File: config.mk
export PLATFORM = sky130hd
export DESIGN_NAME = adc_host_flat
export DESIGN_NICKNAME = d
export VERILOG_FILES = /design/src/adc_link_pkg.sv /design/src/adc_link_if.sv /design/src/adc_host.sv /design/src/flat_wrapper.sv
export SDC_FILE = /design/constraint.sdc
export NUM_CORES = 1
export LEC_CHECK = 0
export BUFFER_PORTS_ARGS = -buffer_cell sky130_fd_sc_hd__buf_4
export CAP_MARGIN = 30
export CELL_PAD_IN_SITES_DETAIL_PLACEMENT = 1
export CELL_PAD_IN_SITES_GLOBAL_PLACEMENT = 1
export CORE_MARGIN = 2
export CORE_UTILIZATION = 45
export DETAILED_ROUTE_END_ITERATION = 10
export PLACE_DENSITY = 0.7
export SLEW_MARGIN = 0
export SYNTH_ARGS = -nofsm -noshare
export SYNTH_HDL_FRONTEND = slang
export SYNTH_SLANG_ARGS = --single-unit
File: constraint.sdc
create_clock -name i_clk -period 3.05 [get_ports i_clk]
set_clock_uncertainty 0.15 [all_clocks]
set_input_delay 0 -clock i_clk [delete_from_list [all_inputs] [get_ports i_clk]]
set_output_delay 0 -clock i_clk [all_outputs]
set_load 0.005 [all_outputs]
File: src/adc_link_pkg.sv
// shared constants and types for the converter serial link
package adc_link_pkg;
    localparam int ZERO_BITS = 6;
    localparam int RESULT_BITS = 10;
    localparam int FRAME_BITS = 16;
    localparam int CNT_W = 5;
    localparam logic [CNT_W-1:0] SAMPLE_END_EDGE = 5'h06;
    localparam logic [CNT_W-1:0] LAST_BIT_EDGE = 5'h10;
    localparam logic [CNT_W-1:0] TRISTATE_EDGE = 5'h11;
    localparam logic [2:0] MODE_LATCH_DELAY = 3'h2;
    localparam int CLK_PERIOD_NS = 4;
    localparam int SCLK_HALF_CYCLES = 8;
    localparam int CS_SETUP_CYCLES = 4;
    localparam int FS_HOLD_CYCLES = 8;
    localparam int CS_GAP_NS = 32;
    localparam int CS_GAP_CYCLES = (CS_GAP_NS + CLK_PERIOD_NS - 1) / CLK_PERIOD_NS;
    localparam int FIFO_DEPTH = 16;
    localparam logic [RESULT_BITS-1:0] RESULT_RESET = 10'h000;

    typedef enum logic [2:0] {
        D_OFF, D_LATCH, D_DSP_WAIT, D_DSP_RUN, D_DSP_PDOWN, D_UC_RUN
    } dev_state_t;

    typedef enum logic [2:0] {
        H_IDLE, H_SETUP, H_HOLD, H_FRAME, H_CLOCK, H_END, H_PUSH
    } host_state_t;

    // bit shown at position k of a frame: leading zeros, then result msb first
    function automatic logic frame_bit(input logic [RESULT_BITS-1:0] res,
                                       input logic [CNT_W-1:0] k);
        logic [CNT_W-1:0] idx;
        idx = 5'(FRAME_BITS - 1) - k;
        if (k < 5'(ZERO_BITS) || k > 5'(FRAME_BITS - 1)) begin
            return 1'b0;
        end
        return res[idx[3:0]];
    endfunction : frame_bit
endpackage : adc_link_pkg

File: src/adc_link_if.sv
// serial link between the converter end and its host
`timescale 1ns/10ps
interface adc_link_if;
    logic cs_n;
    logic sclk;
    logic frame_sync;
    logic data_out;
    logic data_oe;

    modport device (input cs_n, input sclk, input frame_sync, output data_out, output data_oe);
    modport host (output cs_n, output sclk, output frame_sync, input data_out, input data_oe);
endinterface : adc_link_if

File: src/adc_host.sv
// host end: result fifo and the select / clock / frame sync sequencer
`timescale 1ns/10ps
module result_fifo #(
    parameter int WIDTH = 10,
    parameter int DEPTH = 16
) (
    input wire logic i_clk,
    input wire logic i_arst_n,
    input wire logic i_in_valid,
    output logic o_in_ready,
    input wire logic [WIDTH-1:0] i_in_data,
    output logic o_out_valid,
    input wire logic i_out_ready,
    output logic [WIDTH-1:0] o_out_data
);
    localparam int AW = $clog2(DEPTH);

    typedef struct packed {
        logic [DEPTH-1:0][WIDTH-1:0] mem;
        logic [AW:0] wr;
        logic [AW:0] rd;
    } fifo_regs_t;

    fifo_regs_t r;
    fifo_regs_t next_r;
    logic full;
    logic empty;

    assign empty = (r.wr == r.rd);
    assign full = (r.wr[AW-1:0] == r.rd[AW-1:0]) && (r.wr[AW] != r.rd[AW]);
    assign o_in_ready = ~full;
    assign o_out_valid = ~empty;
    assign o_out_data = r.mem[r.rd[AW-1:0]];

    always_comb begin
        next_r = r;
        if (i_in_valid && !full) begin
            next_r.mem[r.wr[AW-1:0]] = i_in_data;
            next_r.wr = r.wr + 1'b1;
        end
        if (i_out_ready && !empty) begin
            next_r.rd = r.rd + 1'b1;
        end
    end

    always_ff @(posedge i_clk or negedge i_arst_n) begin
        if (!i_arst_n) begin
            r <= '0;
        end else begin
            r <= next_r;
        end
    end
endmodule : result_fifo

module adc_host #(
    parameter int HALF_CYCLES = adc_link_pkg::SCLK_HALF_CYCLES
) (
    input wire logic i_clk,
    input wire logic i_arst_n,
    adc_link_if.host link,
    input wire logic i_start,
    input wire logic i_mode_uc,
    input wire logic [adc_link_pkg::CNT_W-1:0] i_bits,
    output logic o_busy,
    output logic o_word_valid,
    input wire logic i_word_ready,
    output logic [adc_link_pkg::RESULT_BITS-1:0] o_word
);
    import adc_link_pkg::*;

    typedef struct packed {
        host_state_t state;
        logic mode_uc;
        logic [CNT_W-1:0] bits;
        logic cs_n;
        logic sclk;
        logic fs;
        logic [7:0] div;
        logic [7:0] cnt;
        logic [FRAME_BITS-1:0] shift;
        logic [1:0] do_s;
    } host_regs_t;

    localparam host_regs_t REGS_RESET = '{
        state: H_IDLE, mode_uc: 1'b0, bits: 5'h10, cs_n: 1'b1, sclk: 1'b0, fs: 1'b0,
        div: 8'h00, cnt: 8'h00, shift: 16'h0000, do_s: 2'h0
    };

    host_regs_t r;
    host_regs_t next_r;
    logic fifo_ready;
    logic push;

    assign push = (r.state == H_PUSH);

    always_comb begin
        logic tick;
        tick = (r.div == 8'(HALF_CYCLES - 1));
        next_r = r;
        next_r.do_s = {r.do_s[0], link.data_out};
        next_r.div = tick ? 8'h00 : r.div + 8'h01;
        case (r.state)
            H_IDLE: begin
                next_r.sclk = 1'b0;
                if (i_start && fifo_ready) begin
                    next_r.mode_uc = i_mode_uc;
                    next_r.bits = (i_bits == 5'h00 || i_bits > 5'(FRAME_BITS)) ?
                        5'(FRAME_BITS) : i_bits;
                    next_r.fs = i_mode_uc;
                    next_r.cnt = 8'h00;
                    next_r.state = H_SETUP;
                end
            end
            H_SETUP: begin
                next_r.cnt = r.cnt + 8'h01;
                if (r.cnt == 8'(CS_SETUP_CYCLES - 1)) begin
                    next_r.cs_n = 1'b0;
                    next_r.cnt = 8'h00;
                    next_r.state = H_HOLD;
                end
            end
            H_HOLD: begin
                next_r.cnt = r.cnt + 8'h01;
                if (r.cnt == 8'(FS_HOLD_CYCLES - 1)) begin
                    // frame sync held at its mode level up to here
                    next_r.cnt = 8'h00;
                    next_r.div = 8'h00;
                    next_r.fs = 1'b1;
                    next_r.state = r.mode_uc ? H_CLOCK : H_FRAME;
                end
            end
            H_FRAME: begin
                if (tick) begin
                    next_r.sclk = ~r.sclk;
                    if (r.sclk) begin
                        next_r.fs = 1'b0;
                        next_r.state = H_CLOCK;
                    end
                end
            end
            H_CLOCK: begin
                if (tick) begin
                    next_r.sclk = ~r.sclk;
                    if (r.sclk) begin
                        next_r.shift = {r.shift[FRAME_BITS-2:0], r.do_s[1]};
                        next_r.cnt = r.cnt + 8'h01;
                        if (r.cnt == 8'(r.bits) - 8'h01) begin
                            next_r.cs_n = 1'b1;
                            next_r.cnt = 8'h00;
                            next_r.state = H_END;
                        end
                    end
                end
            end
            H_END: begin
                next_r.cnt = r.cnt + 8'h01;
                if (r.cnt == 8'(CS_GAP_CYCLES - 1)) begin
                    next_r.state = H_PUSH;
                end
            end
            H_PUSH: begin
                if (fifo_ready) begin
                    next_r.state = H_IDLE;
                end
            end
            default: begin
                next_r.state = H_IDLE;
            end
        endcase
    end

    always_ff @(posedge i_clk or negedge i_arst_n) begin
        if (!i_arst_n) begin
            r <= REGS_RESET;
        end else begin
            r <= next_r;
        end
    end

    result_fifo #(.WIDTH(RESULT_BITS), .DEPTH(FIFO_DEPTH)) u_fifo (
        .i_clk(i_clk),
        .i_arst_n(i_arst_n),
        .i_in_valid(push),
        .o_in_ready(fifo_ready),
        .i_in_data(r.shift[RESULT_BITS-1:0]),
        .o_out_valid(o_word_valid),
        .i_out_ready(i_word_ready),
        .o_out_data(o_word)
    );

    assign link.cs_n = r.cs_n;
    assign link.sclk = r.sclk;
    assign link.frame_sync = r.fs;
    assign o_busy = (r.state != H_IDLE);
endmodule : adc_host

File: src/flat_wrapper.sv
// flat-port wrapper written by rule: the top's interface ports become plain ports
module adc_host_flat import adc_link_pkg::*;
#(
    parameter int HALF_CYCLES = adc_link_pkg::SCLK_HALF_CYCLES
)
  (i_clk, i_arst_n, i_start, i_mode_uc, i_bits, o_busy, o_word_valid, i_word_ready, o_word, link_cs_n, link_sclk, link_frame_sync, link_data_out, link_data_oe);
  adc_link_if link_i ();
  input wire logic i_clk;
  input wire logic i_arst_n;
  input wire logic i_start;
  input wire logic i_mode_uc;
  input wire logic [adc_link_pkg::CNT_W-1:0] i_bits;
  output logic o_busy;
  output logic o_word_valid;
  input wire logic i_word_ready;
  output logic [adc_link_pkg::RESULT_BITS-1:0] o_word;
  output wire logic [$bits(link_i.cs_n)-1:0] link_cs_n;
  output wire logic [$bits(link_i.sclk)-1:0] link_sclk;
  output wire logic [$bits(link_i.frame_sync)-1:0] link_frame_sync;
  input wire logic [$bits(link_i.data_out)-1:0] link_data_out;
  input wire logic [$bits(link_i.data_oe)-1:0] link_data_oe;
  assign link_cs_n = link_i.cs_n;
  assign link_sclk = link_i.sclk;
  assign link_frame_sync = link_i.frame_sync;
  assign link_i.data_out = link_data_out;
  assign link_i.data_oe = link_data_oe;
  adc_host #(.HALF_CYCLES(HALF_CYCLES)) u_core (.i_clk(i_clk), .i_arst_n(i_arst_n), .link(link_i), .i_start(i_start), .i_mode_uc(i_mode_uc), .i_bits(i_bits), .o_busy(o_busy), .o_word_valid(o_word_valid), .i_word_ready(i_word_ready), .o_word(o_word));
endmodule
* After elaboration in Yosys (flattened, before gate mapping)
Index checks and enable logic that the tools add are counted.
Operators by class: add/subtract/negate cells 5, $lt $le $gt $ge 4, eq/ne operators 23, mux-type cells 37, bitwise logic cells 3, reductions and logical operators 22
Operators with widths (count):
- $bwmux 160 | 1
- $mux 24 | 2
- $bmux 10 s4 | 1
- $demux 10 s4 | 1
- $mux 8 | 5
- $pmux 8 s5 | 1
- $mux 3 | 10
- $pmux 3 s7 | 1
- $mux 10 | 2
- $ne 2x1->1 const B | 9
- $mux 17 | 1
- $add 8x1->8 const B | 2
- $eq 8x3->1 const B | 2
- $add 5x1->5 const B | 2
- $lt 4x5->1 const B | 2
- $reduce_and 10->1 | 1
- $reduce_and 5->1 | 2
- $eq 3x3->1 const B | 3
- $mux 9 | 1
- $reduce_bool 3->1 | 3
- $eq 8x2->1 const B | 1
- $eq 8x8->1 | 1
- $eq 3x2->1 const B | 2
- $pmux 1 s3 | 2
- 23 further kinds | 36
Word-level totals: register bits 216, bits of input ports 12, output and inout bits 15

* Depth between registers and ports, before layout
Gate-level depths: netlist of run 1.
depth in word-level cells 6, gate-level depth with buffers 9, depth with buffers taken out 8

* By module
From an unflattened synthesis of run 1, not the netlist that was laid out.
Unflattened totals: cells, all modules 759, area total of the unflattened synthesis 10296.1 um^2
By module, submodules not included:
- result_fifo | times used 1, cells an instance 530, area each 8075.2 um^2, sequential area each 4254.1 um^2
- adc_host | times used 1, cells an instance 229, area each 2220.9 um^2, sequential area each 1003.5 um^2

* Worst setup path after synthesis of run 1
OpenSTA, ideal clock, no wires.
path type register to register, start register u_core.u_fifo.r[1] (netlist bit), end register u_core.u_fifo.r[130] (netlist bit), data arrival time 2.140 ns, slack 0.636 ns, cell stages (with the launch flop) 10, buffers on the path 3, clock period less this slack 2.414 ns, cell sequence dfrtp_1 > buf_2 > xor2_1 > nor4_2 > nand2b_1 > and4_1 > buf_2 > buf_6 > nand4_4 > mux2_2
Between the ends: cells in the longest elaborated chain, start to end 4
Ends and longest elaborated chain:
- from (decl) | line adc_host.sv:24 | fifo_regs_t r;
- from (signal assigned) | line adc_host.sv:50 | r <= next_r;
- $eq 4x4->1 | line adc_host.sv:30 | assign full = (r.wr[AW-1:0] == r.rd[AW-1:0]) && (r.wr[AW] != r.rd[AW]);
- $logic_and 1x1->1 | line adc_host.sv:30
- $logic_not 1->1 | line adc_host.sv:37 | if (i_in_valid && !full) begin
- $logic_and 1x1->1 | line adc_host.sv:37
No other way between the ends. A chain may end at the register's enable or synchronous reset.

* Final worst setup path of run 1
start register u_core.u_fifo.r[0] (netlist bit), end output port o_word[0] (netlist bit)
Between the ends: cells in the longest elaborated chain, start to end 2
Ends and longest elaborated chain:
- $bmux 10 s4 | line adc_host.sv:33 | assign o_out_data = r.mem[r.rd[AW-1:0]];
- $mux 10 (not written as such) | line adc_host.sv:33
- to (decl) | line flat_wrapper.sv:16 | output logic [adc_link_pkg::RESULT_BITS-1:0] o_word;
No other way between the ends. The select of a mux whose other input is x is not followed.

==> results of run 1 <==
cells in the mapped netlist (all sizes together), types with 2 or more instances:
| cell | n |
|---|---|
| a21oi | 10 |
| nand4 | 6 |
| clkbuf | 25 |
| xor2 | 16 |
| mux2 | 173 |
| inv | 7 |
| and2 | 4 |
| nor2b | 5 |
| nand2b | 8 |
| a41oi | 3 |
| nor4b | 2 |
| nor3 | 3 |
| nand2 | 27 |
| a221oi | 2 |
| and4 | 2 |
| dfrtp | 208 |
| a31oi | 7 |
| o21ai | 13 |
| and3b | 2 |
| nand3 | 26 |
| mux4 | 50 |
| ha | 9 |
| nor4 | 2 |
| or3 | 2 |
| buf | 19 |
| dfstp | 2 |
| o31ai | 2 |
| o22ai | 2 |
| or4 | 3 |
| a211oi | 4 |
| a22o | 4 |
| xnor2 | 10 |
| and3 | 4 |
| nor2 | 21 |
layer usage:
layer  up-vias  wire (µm)  global-route usage (%)
li1       2688          -                       -
met1      3266      10600                    28.0
met5         -          0                       0
met2        54      12400                    36.9
met3        27        489                    2.19
met4         0        410                    3.92
state kept, by name (all words and copies together) (netlist names):
| register | count |
|---|---|
| u_core.next_r | 1 |
| u_core.u_fifo.r | 170 |
| u_core.link.sclk | 1 |
| u_core.link.cs_n | 1 |
| u_core.r | 36 |
| u_core.link.frame_sync | 1 |
repair_timing:
action | in CTS | in global routing
endpoints found under the setup margin | 10 | 0
resized for setup | 1 | 0
hold buffers | 15 | 0
endpoints found under the hold margin | 204 | 0
kinds of logic (layout without fill, tap and decap cells):
logic type	count (synthesis)	in the layout	share of synthesized area, %
compound gates	56	56	4.00
xor+xnor	26	26	2.24
fa+ha+maj	9	9	1.11
buf+inv	51	105	2.34
flops	210	210	51.7
mux	223	223	30.2
simple gates	122	122	8.35
how the worst max path moves through the flow:
stage,slack (ns),from,to
3_5_place_dp,0.25,u_core.u_fifo.r[6],u_core.u_fifo.r[92]
6_report,0.19,u_core.u_fifo.r[0],o_word[0]
2_1_floorplan,0.64,u_core.u_fifo.r[1],u_core.u_fifo.r[130]
5_1_grt,0.06,u_core.u_fifo.r[0],o_word[5]
3_3_place_gp,0.35,u_core.u_fifo.r[6],u_core.u_fifo.r[147]
4_1_cts,0.14,u_core.u_fifo.r[0],o_word[4]
per-stage QoR:
step	utilization, %	hold WS, ns	setup slack [ns]	instance area, µm²	cells
2_1_floorplan	-	-0.446	0.636	10200	697
3_3_place_gp	48.3	-0.0408	0.346	10600	974
3_5_place_dp	48.3	-0.0383	0.249	10600	974
4_1_cts	52.4	0.0126	0.136	11500	1031
5_1_grt	52.4	0.0362	0.0599	11500	1031
6_report	52.4	-0.0321	0.186	11500	1031
cell type report:
class,instances,area share (%)
Clock buffer,34,5.80
Timing Repair Buffer,56,4.27
Multi-Input combinational cell,436,40.5
Inverter,7,0.228
Sequential cell,210,45.6
Clock inverter,8,0.639
Tap cell,280,3.03
power by group:
group | switching, mW | internal [mW]
Clock | 1.12 | 1.61
Sequential | 0.000516 | 2.79
Combinational | 0.0625 | 0.0308
Total | 1.18 | 4.43
==> impl_results.md, run 1 <==
- Vias in the first global route: 6683
- Worst reg2reg startpoint: u_core.u_fifo.r[6]
- Cell taking the most area after synthesis: dfrtp_1
- R2R depth: 7
- Fin crit share: 93.9%
- RSZ-0062 raised after global routing: no
- I/O Pins: 27
- Crit path depth: 4
- Setup TNS: 0 ns
- Syn avg cell area: between 10 and 15 µm²
- # DRC: 0
- Cell Pwr Density: 486 nW/µm²
- ANT nets after route: 0
- Pre-antenna DRT Iters: 4
- Failing checks: hold timing
- Maxcap violations: 0
- Final Hold Viols: 19
- 1st-iter DRT viols: 174
- First-pass GRT wire length: between 30000 and 40000 µm
- DR vias: slightly above 6000
- Number of flops mapped to enable cells by yosys: 0
- Final hold slack: -0.0321 ns
- Initial Util: 46.1%
- Total CTS buffers: 24
- HP Class: input pin to async pin
- Slowest CP cell: mux4_2
- Global route overflow: 0
- Crit-path max cell delay: 0.59 ns
- FILL cells: about 2100
- Multi-input combinational cell area: 4670 µm²
- RD Place Congestion: roughly 0.83
- CTS tree: built
- Outcome: complete, but fails checks
- Ranking of synthesized cells by area: dfrtp_1, mux2_2, mux4_2, nand3_4, xor2_1
- Largest net degree at the start of global routing: 91
- Post-Syn Area: 10200 µm²
- Total track usage: 20.7%
- Slew HR: 48.5%
- Reg clk slew, reported paths: 0.06 ns
- Root Buffer: clkbuf_16
- Ys async rst share: 100%
- Mapped Cells: between 600 and 700
- Die height: 154 µm
- Area share of the largest cell type after synthesis: 51.2%
- Commonest non-fill, non-tap cells in the layout: dfrtp_1, mux2_2, mux4_2
- Clk_lat worst skew: 0.51 ns
- Post-CTS setup buffers: 0
- Maximum clock insertion buffer count: 3
- Most common cell after layout, fill and taps aside: dfrtp_1
- Post-synthesis cell type count: 62
- Core box area: about 22000 µm²
- Crit path DAT: ~2.7 ns
- Slew Limit Fails: 0
- Fraction of layout cells with a size suffix above 1: 43.7%
- Ant. Diodes: 0
- Startpoint Class: flip-flop
- IO Port Bufs: 25
- Crit path required time: 2.90 ns
- CP bufs+invs: 2
- Register bit total from synthesis: 210
- Initial antenna violation count: 0
- Lkg Pwr: about 5.4 nW
- Peak VDD IR: 0.000316 V
- FF-to-FF End: u_core.u_fifo.r[143]
- H-tree Lvls: 1
- CP cell instances: buf_6 > mux4_2 > mux4_2 > buf_4
- Worst Tran Pin Value: 0.771 ns
- Worst R2R Setup Slack: 0.25 ns
- Finish-stage setup viols: 0
- P&R area growth vs syn: 13.6%
- Critical path class: flip-flop to primary output
- Hpwl dp: 15200 µm
- Fmax: 349 MHz
- Yosys warns: 0
- DIE AREA: roughly 24000 µm²
- Synth Net Count: 718
- Vias per cell: 5.85
- Register area: 5260 µm²
- Nets: 756
- Die Wd: around 150 µm
- WL final: 23900 µm
- Avg WL per Cell: ~23 µm
- Crit path max-delay family: multiplexers
- Clock Sinks: 210
- Register area share after synthesis: 51.7%
- Ys flop type: dfrtp_1
- Row count: 54
- Power Total: 5.61 mW
- Cell mode on critical path: mux4_2
- Minimum clock period: around 2.9 ns
- CP max FO: between 40 and 50
- CP endpoint kind: primary output
Power figures use the tool's default switching activity.
==> inputs of run 2 (changes only) <==
BUFFER_PORTS_ARGS = unset   (was -buffer_cell sky130_fd_sc_hd__buf_4)
CELL_PAD_IN_SITES_DETAIL_PLACEMENT = unset   (was 1)
CELL_PAD_IN_SITES_GLOBAL_PLACEMENT = unset   (was 1)
DONT_BUFFER_PORTS = 1   (was unset)
PLACE_DENSITY = 0.61   (was 0.7)
TNS_END_PERCENT = 10   (was unset)
==> run 2 against run 1 <==
- the flow still finishes with violations (hold timing)
- global-route usage decreased by 1.1 points
- wire length decreased by 4.9%
- clock-buffer cell count increased by 3
- utilization decreased by 0.86 points
- maximum frequency increased by 2.0%
- clock power about the same
- final cell count decreased by 2.1%
- critical endpoint is now u_core.r[42]
- largest power group unchanged
- highest routed layer unchanged
==> impl_results.md, run 2 (synthesis gave the netlist of run 1 again) <==
- Row count: 54
- Maxcap violations: 0
- Vias per cell: 5.93
- Failing checks: hold timing
- Slew HR: 43.0%
- Post-CTS setup buffers: 0
- Pre-CTS setup slack: 0.255 ns
- Fraction of layout cells with a size suffix above 1: between 40% and 50%
- Fmax: roughly 360 MHz
- Avg WL per Cell: 22.5 µm
- Initial antenna violation count: 0
- ANT nets after route: 0
- Layout Cells excl Fill: 1009
- Final hold slack: -0.962 ns
- Max reg flops: 170
- CP cell instances: xor2_1 > nor4_2 > nand2b_1 > buf_4 > nand4b_1 > mux2_2 > dlygate4sd3_1
- CP endpoint kind: flip-flop
- Peak VDD IR: 0.000327 V
- Clock Sinks: between 200 and 250
- 1st-iter DRT viols: 358
- Multi-input combinational cell area: 4670 µm²
- Total CTS buffers: 24
- Cell Pwr Density: 486 nW/µm²
- IO Port Bufs: 0
- Lkg Pwr: between 5 and 6 nW
- Die height: 154 µm
- Largest net degree at the start of global routing: 211
- Biggest register: u_core.u_fifo.r
- Worst R2R Setup Slack: 0.24 ns
- Hpwl dp: between 10000 and 15000 µm
- # DRC: 0
- Most common cell after layout, fill and taps aside: dfrtp_1
- Largest registers: u_core.u_fifo.r: 170 flops, u_core.r: 36 flops
- Reg clk slew, reported paths: 0.06 ns
- I/O Pins: 27
- Die Wd: roughly 150 µm
- Maximum clock insertion buffer count: 3
- RSZ-0062 raised after global routing: no
- Crit-path max cell delay: 0.55 ns
- Global route overflow: 0
- FILL cells: about 1800
- CP max FO: 12
- Crit path DAT: between 3 and 4 ns
- Register area: between 5000 and 6000 µm²
- Worst Slack Setup Final: ~0.24 ns
- Outcome: complete, but fails checks
- Initial Util: 46.1%
- Crit path required time: 3.30 ns
- Fin crit share: 92.0%
- Root Buffer: clkbuf_16
- First-pass GRT wire length: approximately 36000 µm
- Slew Limit Fails: 0
- Core box area: 22000 µm²
- H-tree Lvls: 1
- CP bufs+invs: 2
- Crit path max-delay family: simple AND/OR/NAND/NOR gates
- CTS tree: built
- Total track usage: 19.6%
- HP Class: input pin to async pin
- Vias in the first global route: 6344
- Startpoint Class: flip-flop
- DIE AREA: between 20000 and 25000 µm²
- Setup TNS: 0 ns
- Nets: 734
- RD Place Congestion: 0.839
- Finish-stage setup viols: 0
- Commonest non-fill, non-tap cells in the layout: dfrtp_1, mux2_2, mux4_2
- Clk_lat worst skew: approximately 0.52 ns
- Worst Tran Pin Value: about 0.86 ns
- Ant. Diodes: 0
- Cts hold-fix bufs: 19
- Placed cells: 948
- DR vias: 5979
- Minimum clock period: 2.81 ns
- WL final: ~23000 µm
- Final Hold Viols: 210
- P&R area growth vs syn: 11.7%
- Slowest CP cell: dlygate4sd3_1
- Critical path class: flip-flop to flip-flop
- Pre-antenna DRT Iters: 4
[run 2: cell types whose count changed in the layout (fill, tap and decap cells not counted)]
cell / delta
dlygate4sd3_1: +4
buf_12: -2
clkinvlp_4: -2
bufinv_16: -1
buf_4: -23
clkbuf_8: +3
clkbuf_16: -1
clkinv_8: +1
clkinv_2: -1
[run 2: stage by stage]
step           hold WS [ns]  instance area (µm²)  utilization [%]  power [mW]
6_report             -0.962                11400             51.5        5.51
3_3_place_gp         -0.434                10400             47.3        2.84
4_1_cts              -0.986                11300             51.5        5.57
2_1_floorplan        -0.446                10200                -        2.84
5_1_grt              -0.981                11400             51.5        5.69
3_5_place_dp         -0.434                10400             47.3        2.84
[run 2: worst paths after layout]
path                                          end  cells past startpoint                from
hold reg to reg                       u_core.r[1]                      0    u_core.next_r[1]
max in group asynchronous      u_core.u_fifo.r[0]                      0            i_arst_n
min in group i_clk         u_core.link.frame_sync                      4           i_mode_uc
setup / recovery                     u_core.r[42]                      7  u_core.u_fifo.r[6]
hold / removal                u_core.u_fifo.r[19]                      0            i_arst_n
setup reg to reg                     u_core.r[42]                      7  u_core.u_fifo.r[6]
[run 2: timing repair]
| item | in CTS | in global routing |
|---|---|---|
| endpoints found under the setup margin | 0 | 2 |
| gates resized for setup | 0 | 1 |
| endpoints found under the hold margin | 232 | 210 |
[run 2: area by class of cell]
cell class | count | share of cell area, %
Tap cell | 280 | 3.09
Inverter | 7 | 0.231
Timing Repair Buffer | 34 | 2.70
Sequential cell | 210 | 46.3
Multi-Input combinational cell | 436 | 41.1
Clock buffer | 37 | 6.16
Clock inverter | 5 | 0.353
[run 2: layer usage]
| metal | vias to the layer above | part of all wire (%) | GRT usage (%) |
|---|---|---|---|
| met5 | - | 0 | 0 |
| met4 | 0 | 2.1 | 5.56 |
| met3 | 38 | 3.7 | 2.97 |
| met2 | 127 | 52 | 34.4 |
| met1 | 3179 | 42 | 25.5 |
| li1 | 2635 | - | - |
[run 2: power breakdown]
part	switching, mW	leakage (nW)	internal, mW	total, mW
clock	1.13	0.364	1.57	2.70
sequential	0.000552	2.89	2.79	2.79
combinational	0.00661	2.03	0.0152	0.0218
